==> src/ack_pkg.sv <==
// Shared constants for the acknowledge-cycle bridge and its peripheral end.
// Assumes one clock (the peripheral clock) drives both ends.
package ack_pkg;
  localparam int unsigned SHIFT_LEN  = 8;
  localparam int unsigned READ_TAP   = 3;
  localparam int unsigned WAIT_TAP   = 6;
  localparam logic [7:0]  VEC_RESET  = 8'hff;
  localparam logic [7:0]  VEC_BASE   = 8'h00;
endpackage : ack_pkg

==> src/ack_link_if.sv <==
// Signals between the bridge and one interrupting peripheral.
// Assumes a testbench resolves the shared data bus from the enables.
`timescale 1ns/1ps
`default_nettype none
interface ack_link_if;
  logic       interrupt_ack_n;
  logic       read_n;
  logic       write_n;
  logic       chain_enable_in;
  logic       chain_enable_out;
  logic [7:0] data_out;
  logic       data_oe_n;
  modport bridge (output interrupt_ack_n, output read_n, output write_n,
                  output chain_enable_in, input chain_enable_out,
                  input data_out, input data_oe_n);
  modport periph (input interrupt_ack_n, input read_n, input write_n,
                  input chain_enable_in, output chain_enable_out,
                  output data_out, output data_oe_n);
endinterface : ack_link_if
`default_nettype wire

==> src/ack_bridge.sv <==
// Processor-side glue generating acknowledge, read and wait strobes.
// Assumes processor bus pins arrive asynchronously; clk is the peripheral clock.
`timescale 1ns/1ps
`default_nettype none
module ack_bridge (
  input  wire logic   clk,
  input  wire logic   srst,
  input  wire logic   opcode_fetch_cycle_n,
  input  wire logic   memory_request_n,
  input  wire logic   sys_read_n,
  input  wire logic   sys_write_n,
  input  wire logic   sys_wait_n,
  input  wire logic   chain_enable_top,
  output logic        wait_n,
  output logic [7:0]  vector_data,
  output logic        vector_valid,
  output logic        chain_enable_end,
  ack_link_if.bridge  link
);
  import ack_pkg::*;

  ////////////////////////////////////////////////////////////////////////////
  // Input synchronisers
  logic [1:0] m1_sync_reg, m1_sync_next, memory_request_n_sync_reg, memory_request_n_sync_next;
  logic [1:0] rd_sync_reg, rd_sync_next, wr_sync_reg, wr_sync_next;
  logic [1:0] wt_sync_reg, wt_sync_next, ce_sync_reg, ce_sync_next;
  always_comb begin
    m1_sync_next   = {m1_sync_reg[0], opcode_fetch_cycle_n};
    memory_request_n_sync_next = {memory_request_n_sync_reg[0], memory_request_n};
    rd_sync_next   = {rd_sync_reg[0], sys_read_n};
    wr_sync_next   = {wr_sync_reg[0], sys_write_n};
    wt_sync_next   = {wt_sync_reg[0], sys_wait_n};
    ce_sync_next   = {ce_sync_reg[0], chain_enable_top};
  end

  always_ff @(posedge clk) begin
    if (srst) begin
      m1_sync_reg   <= 2'h3;
      memory_request_n_sync_reg <= 2'h3;
      rd_sync_reg   <= 2'h3;
      wr_sync_reg   <= 2'h3;
      wt_sync_reg   <= 2'h3;
      ce_sync_reg   <= 2'h0;
    end else begin
      m1_sync_reg   <= m1_sync_next;
      memory_request_n_sync_reg <= memory_request_n_sync_next;
      rd_sync_reg   <= rd_sync_next;
      wr_sync_reg   <= wr_sync_next;
      wt_sync_reg   <= wt_sync_next;
      ce_sync_reg   <= ce_sync_next;
    end
  end

  ////////////////////////////////////////////////////////////////////////////
  // Acknowledge detect and shift register
  logic                 ack_cycle_detected_reg, ack_cycle_detected_next;
  logic [SHIFT_LEN-1:0] shift_reg, shift_next;
  logic                 fetch_act, memory_request_n_act;

  always_comb begin
    fetch_act = ~m1_sync_reg[1];
    memory_request_n_act  = ~memory_request_n_sync_reg[1];
    ack_cycle_detected_next = ack_cycle_detected_reg;
    if (!fetch_act) begin
      ack_cycle_detected_next = 1'b0;
    end else if (memory_request_n_act && !ack_cycle_detected_reg) begin
      ack_cycle_detected_next = 1'b0;
    end else if (!memory_request_n_act) begin
      ack_cycle_detected_next = 1'b1;
    end
    if (ack_cycle_detected_reg && fetch_act) begin
      shift_next = {shift_reg[SHIFT_LEN-2:0], 1'b1};
    end else begin
      shift_next = '0;
    end
  end

  always_ff @(posedge clk) begin
    if (srst) begin
      ack_cycle_detected_reg <= 1'b0;
      shift_reg              <= '0;
    end else begin
      ack_cycle_detected_reg <= ack_cycle_detected_next;
      shift_reg              <= shift_next;
    end
  end

  ////////////////////////////////////////////////////////////////////////////
  // Registered strobes toward peripherals and processor
  logic ack_n_reg, ack_n_next, read_n_reg, read_n_next, write_n_reg, write_n_next;
  logic wait_n_reg, wait_n_next, ce_reg, ce_next, ceo_reg, ceo_next;
  logic [7:0] vec_reg, vec_next;
  logic vvalid_reg, vvalid_next;
  logic ack_win;

  always_comb begin
    ack_win      = shift_reg[0];
    ack_n_next   = ~ack_win;
    // Read held off until chain has settled
    read_n_next  = ack_win ? ~shift_reg[READ_TAP] : rd_sync_reg[1];
    write_n_next = ack_win ? 1'b1 : wr_sync_reg[1];
    wait_n_next  = ack_win ? shift_reg[WAIT_TAP] : wt_sync_reg[1];
    ce_next      = ce_sync_reg[1];
    ceo_next     = link.chain_enable_out;
    vvalid_next  = 1'b0;
    vec_next     = vec_reg;
    if (shift_reg[WAIT_TAP] && !shift_reg[WAIT_TAP+1] && !link.data_oe_n) begin
      vvalid_next = 1'b1;
      vec_next    = link.data_out;
    end
  end

  always_ff @(posedge clk) begin
    if (srst) begin
      ack_n_reg   <= 1'b1;
      read_n_reg  <= 1'b1;
      write_n_reg <= 1'b1;
      wait_n_reg  <= 1'b1;
      ce_reg      <= 1'b0;
      ceo_reg     <= 1'b0;
      vec_reg     <= VEC_RESET;
      vvalid_reg  <= 1'b0;
    end else begin
      ack_n_reg   <= ack_n_next;
      read_n_reg  <= read_n_next;
      write_n_reg <= write_n_next;
      wait_n_reg  <= wait_n_next;
      ce_reg      <= ce_next;
      ceo_reg     <= ceo_next;
      vec_reg     <= vec_next;
      vvalid_reg  <= vvalid_next;
    end
  end

  assign link.interrupt_ack_n = ack_n_reg;
  assign link.read_n          = read_n_reg;
  assign link.write_n         = write_n_reg;
  assign link.chain_enable_in = ce_reg;
  assign wait_n               = wait_n_reg;
  assign vector_data          = vec_reg;
  assign vector_valid         = vvalid_reg;
  assign chain_enable_end     = ceo_reg;
endmodule : ack_bridge
`default_nettype wire

==> src/flat_wrapper.sv <==
// flat-port wrapper written by rule: the top's interface ports become plain ports
module ack_bridge_flat import ack_pkg::*;
  (clk, srst, opcode_fetch_cycle_n, memory_request_n, sys_read_n, sys_write_n, sys_wait_n, chain_enable_top, wait_n, vector_data, vector_valid, chain_enable_end, link_interrupt_ack_n, link_read_n, link_write_n, link_chain_enable_in, link_chain_enable_out, link_data_out, link_data_oe_n);
  ack_link_if link_i ();
  input  wire logic clk;
  input  wire logic srst;
  input  wire logic opcode_fetch_cycle_n;
  input  wire logic memory_request_n;
  input  wire logic sys_read_n;
  input  wire logic sys_write_n;
  input  wire logic sys_wait_n;
  input  wire logic chain_enable_top;
  output logic wait_n;
  output logic [7:0] vector_data;
  output logic vector_valid;
  output logic chain_enable_end;
  output wire logic [$bits(link_i.interrupt_ack_n)-1:0] link_interrupt_ack_n;
  output wire logic [$bits(link_i.read_n)-1:0] link_read_n;
  output wire logic [$bits(link_i.write_n)-1:0] link_write_n;
  output wire logic [$bits(link_i.chain_enable_in)-1:0] link_chain_enable_in;
  input wire logic [$bits(link_i.chain_enable_out)-1:0] link_chain_enable_out;
  input wire logic [$bits(link_i.data_out)-1:0] link_data_out;
  input wire logic [$bits(link_i.data_oe_n)-1:0] link_data_oe_n;
  assign link_interrupt_ack_n = link_i.interrupt_ack_n;
  assign link_read_n = link_i.read_n;
  assign link_write_n = link_i.write_n;
  assign link_chain_enable_in = link_i.chain_enable_in;
  assign link_i.chain_enable_out = link_chain_enable_out;
  assign link_i.data_out = link_data_out;
  assign link_i.data_oe_n = link_data_oe_n;
  ack_bridge u_core (.clk(clk), .srst(srst), .opcode_fetch_cycle_n(opcode_fetch_cycle_n), .memory_request_n(memory_request_n), .sys_read_n(sys_read_n), .sys_write_n(sys_write_n), .sys_wait_n(sys_wait_n), .chain_enable_top(chain_enable_top), .wait_n(wait_n), .vector_data(vector_data), .vector_valid(vector_valid), .chain_enable_end(chain_enable_end), .link(link_i));
endmodule
==> config.mk <==
export PLATFORM = sky130hd
export DESIGN_NAME = ack_bridge_flat
export DESIGN_NICKNAME = d
export VERILOG_FILES = /design/src/ack_pkg.sv /design/src/ack_link_if.sv /design/src/ack_bridge.sv /design/src/flat_wrapper.sv
export SDC_FILE = /design/constraint.sdc
export NUM_CORES = 1
export LEC_CHECK = 0
export BUFFER_PORTS_ARGS = -buffer_cell sky130_fd_sc_hd__buf_4
export CAP_MARGIN = 20
export CORE_ASPECT_RATIO = 0.9
export CORE_MARGIN = 2
export CORE_UTILIZATION = 43
export DETAILED_ROUTE_END_ITERATION = 10
export PLACE_DENSITY_LB_ADDON = 0.1
export SLEW_MARGIN = 30
export SYNTH_ARGS = -nofsm -noshare
export SYNTH_HDL_FRONTEND = slang
export SYNTH_SLANG_ARGS = --single-unit
==> constraint.sdc <==
create_clock -name clk -period 1.2 [get_ports clk]
set_clock_uncertainty 0.15 [all_clocks]
set_input_delay 0.24 -clock clk [delete_from_list [all_inputs] [get_ports clk]]
set_output_delay 0.24 -clock clk [all_outputs]
set_load 0.01 [all_outputs]
======== After elaboration in Yosys (flattened, before gate mapping) ========
Index checks and enable logic that the tools add are counted.
operators by class
  add/subtract/negate cells ............... 0
  multiply operators ...................... 0
  div/mod/pow operators ................... 0
  magnitude comparators ................... 0
  equality and inequality tests ........... 0
  shift operators ......................... 0
  muxes and demuxes ....................... 4
  bitwise operators ....................... 5
  reductions and logical operators ........ 10
operators by type and width
  cell               count
  $not 1->1          5
  $logic_and 1x1->1  4
  $mux 1             4
  $reduce_or 2->1    2
  $logic_not 1->1    3
  $reduce_or 3->1    1
word-level totals
  flip-flop bits (word level) ............. 36
  bits in latches ......................... 0
  bits in writable memories ............... 0
  ROM bits ................................ 0
  input bits .............................. 18
  output and inout port bits .............. 15
  memories kept ........................... 0

======== Depth between registers and ports, before layout ========
Gate-level depths: netlist of the first run.
  depth in word-level cells ............... 4
  mapped depth ............................ 4

======== Least setup slack after synthesis of the first run ========
OpenSTA, ideal clock, no wires.
  path type ............................... reg2reg
  from .................................... register u_core.shift_reg[6]
  to ...................................... register u_core.vec_reg[0] (netlist: u_core.vector_data[0])
  arrival time ............................ 916 ps
  data required time ...................... 930 ps
  setup slack ............................. 14 ps
  cell stages (with the launch flop) ...... 4
  clock period less this slack ............ 1186 ps
  cells stage by stage .................... dfxtp_1 or3b_1 buf_6 mux2i_1
on the way
  word-level cells in the longest chain between the ends .. 2
ends and longest elaborated chain
  item                             line               text
  from (decl)                      ack_bridge.sv:57   logic [SHIFT_LEN-1:0] shift_reg, shift_next;
  from (signal assigned)           ack_bridge.sv:84   shift_reg <= shift_next;
  $logic_and 1x1->1 (2 in series)  ack_bridge.sv:107  if (shift_reg[WAIT_TAP] && !shift_reg[WAIT_TAP+1] && !link.data_oe_n) begin
  to (signal assigned)             ack_bridge.sv:130  vec_reg <= vec_next;
  to (decl)                        ack_bridge.sv:92   logic [7:0] vec_reg, vec_next;
Every way passes these cells.
A chain may end at the register's enable or synchronous reset.

======== Worst setup path after layout of the first run ========
  from .................................... register u_core.shift_reg[6]
  to ...................................... register u_core.vec_reg[6] (netlist: u_core.vector_data[6])
Same word-level chain as after synthesis.

==> parameters.txt, run 1 <==
Parameter                              Value

Floorplan
  Die Height ... approximately 52 um
  Die outline width ... 57.3 um
  I/O pin count ... 33
  Core region area ... about 2400 sq um
  Starting Density ... 0.450
  Die area ... 2980 sq um
  Row count ... 17

GRT
  Total Routing Usage GR ... 0.131
  Wire length of the first global-routing pass ... 2.84 mm
  Pin count of the biggest net entering global routing ... 20
  Number of antenna violations at the first check in global routing ... 0
  Vias in the first global route ... between 700 and 800
  GRT Residual Overflow ... 0

Placed design
  Instance area at placement ... 1380 sq um
  GPL Wtd Cong ... about 0.74
  Number of placed cells counting well taps ... 157
  I/O Buffers ... 32
  DP Worst Slack ... -71.6 ps
  Post-detail-place hpwl ... 1.16 mm

Drt
  Wirelength per Cell ... a little over 10 um
  Number of antenna-violating nets in the routed design ... 0
  Vias ... 778
  Number of DRC violations after detailed-routing iteration 0 ... 21
  Detail-routed via count per cell ... between 4 and 5
  Drc violations ... 0
  First-pass iteration count of the detailed router ... 4
  Wire length reported by the detailed router ... 1.81 mm

Worst setup path
  Worst path required time ... roughly 1300 ps
  Endpoint class of the critical path ... flop
  Critical Path Source Type ... flop
  Largest fanout on the critical path ... 4
  Arrival time at the worst endpoint ... between 1000 and 1500 ps
  Critical path class ... flop to flop

STA
  Worst Tran Pin Value ... 354 ps
  Accumulated negative setup slack ... -326 ps
  Number of max-slew violations in the final report ... 0
  Setup-failing EPs final ... 8
  Post-route worst setup slack ... -57.0 ps
  Highest clock rate ... 0.796 GHz
  RSZ-0062 raised after global routing ... true
  Shortest clock period the worst path allows after layout ... 1260 ps
  Hold slack final ... ~14 ps
  Final Hold Violating Endpoints ... 0
  Share of the cycle needed by the critical path after routing ... 1.05
  Slew margin rel. ... 0.763

Yosys
  Proportion of synthesized chip area in sequential cells ... 0.655
  Mean instance size in the synthesized netlist ... 11.2 sq um
  Synthesized flop and latch total ... 36
  Synth unique cells ... 19
  Mapped Nets ... 116
  Largest area contributor in the synthesized netlist ... dfxtp_1
  Total standard cell area after synthesis ... 1100 sq um
  Synth warn ... 0
  Area share of the largest cell type after synthesis ... 0.655
  Number of cells produced by synthesis ... 98
  Most area-consuming cells after synthesis ... dfxtp_1, mux2i_1, or2_2

Cells and area
  Layout net count ... 163
  Antenna cell count ... 0
  Ratio of cells with drive above 1 in the final layout ... 0.473
  Synthesis-to-layout area growth ... 45.2%
  Non-filler instance count after layout ... between 150 and 200
  Highest-count cells in the layout ignoring fill and taps ... buf_4, dfxtp_1, nor2_1
  Non-Filler Cell Area, Final ... 1600 sq um

Pwr
  Cell Pwr Density ... 1350 nW/um^2
  LEAKAGE ... 0.000732 uW
  Maximum ir drop on the vdd rail ... 1.24 mV

CTS
  Clock transition at path regs ... 100 ps
  TritonCTS clock tree ... done
  Clock latency on the worst-skew pair ... 330 ps
  Root cell of the clock tree ... clkbuf_4
  Clk sinks ... 36
  CTS Buf Count ... 5
  Maximum root-to-sink buffer count ... 2
  Deepest level of the CTS H-tree ... 2

Outcome
  Violations in the final reports ... setup timing
  Status ... complete, but fails checks

Flow run
  Max Cap Violations ... 0

Hold path
  Path category of the worst min-delay check ... input port to flop
## where the power goes
part	leakage, uW	total [uW]	switching [uW]	internal (uW)
Combinational	0.000398	124	40.9	83.4
Clock	0.0000422	811	374	437
Sequential	0.000291	1220	5.58	1220
## cells in the mapped netlist (all sizes together)
library cell	n
dfxtp	36
nor2	18
or2	11
mux2i	8
and2	7
nor2b	5
buf	3
clkbuf	2
a211o	1
a21o	1
nand2	1
nand2b	1
nor3	1
nor3b	1
or3	1
or3b	1
## critical path, stage by stage, from the launching register on
cell,delay (ps)
dfxtp_2,340
or3b_4,390
buf_4,170
mux2i_1,110
## final cells by class
class                   instances  area (sq um)
clock buffers                   6          41.3
clock inverters                 2          35.0
fillers                       201           847
multi-input cells              57           355
flip-flops and latches         36           733
well taps                      28          35.0
repair buffers                 45           399
## per-layer routing
layer | global-route usage | vias to the layer above | wire length [um]
li1 | - | 400 | -
met1 | 0.125 | 344 | 739
met2 | 0.231 | 28 | 892
met3 | 0.0498 | 6 | 134
met4 | 0.0930 | 0 | 42
met5 | 0 | - | 0
## repair_timing
item / CTS / global route
hold endpoints to repair: 8 / 0
hold buffers: 8 / 0
gates resized for setup: 4 / 20
cloned: 0 / 1
setup buffers: 0 / 0
endpoints found under the setup margin: 12 / 19
## metrics by stage
stage | utilization | total power [uW]
after floorplan | - | 1300
after global placement | 0.564 | 1350
after detailed placement | 0.564 | 1360
after CTS | 0.631 | 2190
after global routing | 0.654 | 2250
final | 0.654 | 2160
## worst paths after layout
path                                                                startpoint  cells after the start                                              to  slack, ps
worst max-delay path                            u_core.shift_reg[6]$_SDFF_PP0_                      3              u_core.vector_data[6]$_SDFFE_PP1P_        -60
worst min-delay path                                          link_data_out[2]                      3              u_core.vector_data[2]$_SDFFE_PP1P_         10
worst max register to register                  u_core.shift_reg[6]$_SDFF_PP0_                      3              u_core.vector_data[6]$_SDFFE_PP1P_        -60
worst min register to register  u_core.memory_request_n_sync_reg[0]$_SDFF_PP1_                      1  u_core.memory_request_n_sync_reg[1]$_SDFF_PP1_        270
## cells by family after synthesis
family,count (synthesis),share of synthesized area
buffers and inverters,5,0.0250
DFF,36,0.655
muxes,8,0.0727
AOI/OAI and AO/OA,2,0.0159
and+or+nand+nor,47,0.232
Power figures use the tool's default switching activity.
==> run 2, diff against run 1 <==
--- a/config.mk
+++ b/config.mk
@@ -7,11 +7,15 @@
 export LEC_CHECK = 0
 export BUFFER_PORTS_ARGS = -buffer_cell sky130_fd_sc_hd__buf_4
 export CAP_MARGIN = 20
+export CELL_PAD_IN_SITES_DETAIL_PLACEMENT = 1
+export CELL_PAD_IN_SITES_GLOBAL_PLACEMENT = 1
 export CORE_ASPECT_RATIO = 0.9
 export CORE_MARGIN = 2
-export CORE_UTILIZATION = 43
+export CORE_UTILIZATION = 33
 export DETAILED_ROUTE_END_ITERATION = 10
+export GPL_TIMING_DRIVEN = 1
 export PLACE_DENSITY_LB_ADDON = 0.1
+export SKIP_LAST_GASP = 1
 export SLEW_MARGIN = 30
 export SYNTH_ARGS = -nofsm -noshare
 export SYNTH_HDL_FRONTEND = slang
==> run 2 against run 1 <==
The run still ends with setup timing left; core utilization down 15 points; critical path depth is the same; sequential cell count did not move; clock power increased by 3.5%; sequential power is essentially flat.
==> parameters.txt, run 2 (synthesized netlist as in run 1, its figures left out) <==
Parameter                              Value

Outcome
  Status ... complete, but fails checks
  Violations in the final reports ... setup timing

Floorplan
  Die outline width ... 64.9 um
  Row count ... 19
  Core region area ... 3110 sq um
  Die Height ... 58.8 um
  Die area ... ~3800 sq um
  I/O pin count ... 33
  Starting Density ... 0.354

STA
  Share of the cycle needed by the critical path after routing ... 1.03
  Setup-failing EPs final ... 8
  Shortest clock period the worst path allows after layout ... 1240 ps
  RSZ-0062 raised after global routing ... true
  Post-route worst setup slack ... -41.6 ps
  Worst Tran Pin Value ... 355 ps
  Number of max-slew violations in the final report ... 0
  Slew margin rel. ... 0.762
  Highest clock rate ... 0.805 GHz
  Final Hold Violating Endpoints ... 0
  Accumulated negative setup slack ... -162 ps

Cells and area
  Synthesis-to-layout area growth ... 41.2%
  Layout net count ... 160
  Antenna cell count ... 0
  Ratio of cells with drive above 1 in the final layout ... 0.413
  Count of fill cells added during filler insertion ... 343
  Highest-count cells in the layout ignoring fill and taps ... buf_4, dfxtp_1, nor2_1
  Register Area ... 722 sq um
  Multi-input gate area ... 355 sq um

CTS
  TritonCTS clock tree ... done
  Clk sinks ... 36
  Deepest level of the CTS H-tree ... 2
  Maximum root-to-sink buffer count ... 2
  Clock latency on the worst-skew pair ... roughly 270 ps
  CTS Buf Count ... 5
  Clock transition at path regs ... 70 ps
  Root cell of the clock tree ... clkbuf_8

GRT
  Total Routing Usage GR ... 0.111
  Number of antenna violations at the first check in global routing ... 0
  Pin count of the biggest net entering global routing ... 20
  Vias in the first global route ... 724
  GRT Residual Overflow ... 0
  Wire length of the first global-routing pass ... 3.06 mm

Worst setup path
  Largest fanout on the critical path ... 5
  Endpoint class of the critical path ... flop
  Worst path required time ... 1250 ps
  Critical path class ... flop to flop
  Critical Path Source Type ... flop
  Arrival time at the worst endpoint ... 1290 ps

Drt
  Vias ... 785
  Wire length reported by the detailed router ... 1.82 mm
  First-pass iteration count of the detailed router ... 3
  Number of DRC violations after detailed-routing iteration 0 ... 15
  Detail-routed via count per cell ... 4.24
  Drc violations ... 0
  Wirelength per Cell ... about 9.8 um
  Number of antenna-violating nets in the routed design ... 0

Hold path
  Path category of the worst min-delay check ... input port to flop

Pwr
  Cell Pwr Density ... 1400 nW/um^2
  LEAKAGE ... 0.000711 uW
  Maximum ir drop on the vdd rail ... 0.923 mV
  Total power of the final layout ... approximately 2200 uW

Placed design
  I/O Buffers ... 32
  GPL Wtd Cong ... 0.651
  DP Worst Slack ... -115 ps
  Post-detail-place hpwl ... around 1.3 mm

Flow run
  Max Cap Violations ... 0
-- run 2: critical path, stage by stage, from the launching register on --
cell	delay, ps
dfxtp_2	320
or3b_4	390
buf_6	150
mux2i_1	160
-- run 2: repair_timing --
action                                  CTS  global route
hold buffers                              5             0
buffers inserted                          0             0
resized for setup                         3             2
gates cloned                              1             0
endpoints found under the hold margin     5             0
pin swaps                                 0             0
endpoints found under the setup margin    8             8
-- run 2: final timing paths --
check	from	to	slack, ps	cells after the start
max	u_core.shift_reg[6]$_SDFF_PP0_	u_core.vector_data[7]$_SDFFE_PP1P_	-40	3
min	chain_enable_top	u_core.ce_sync_reg[0]$_SDFF_PP0_	30	2
max reg2reg	u_core.shift_reg[6]$_SDFF_PP0_	u_core.vector_data[7]$_SDFFE_PP1P_	-40	3
min reg2reg	u_core.rd_sync_reg[0]$_SDFF_PP1_	u_core.rd_sync_reg[1]$_SDFF_PP1_	260	1
-- run 2: power breakdown --
part,switching [uW],internal [uW]
Sequential,5.65,1220
Combinational,39.0,76.4
Clock,371,467
-- run 2: metrics by stage --
step | hold slack (ps) | utilization | cell area, sq um | std cells
detailed placement | 248 | 0.448 | 1400 | 171
floorplan | 194 | - | 1100 | 98
global route | 50.0 | 0.499 | 1560 | 185
CTS | 25.6 | 0.497 | 1550 | 185
finish | 33.8 | 0.499 | 1560 | 185
global placement | 242 | 0.448 | 1400 | 171
-- run 2: layout make-up --
class,count,area share
flip-flops and latches,36,0.464
multi-input cells,57,0.228
repair buffers,42,0.216
clock buffers,8,0.0579
well taps,42,0.0338
-- run 2: routing by layer --
metal / vias to the layer above / GRT usage / part of all wire
met2: 25 / 0.184 / 0.48
met3: 2 / 0.0516 / 0.082
met4: 0 / 0.0638 / 0.0072
met5: - / 0 / 0
li1: 393 / - / -
met1: 365 / 0.117 / 0.43
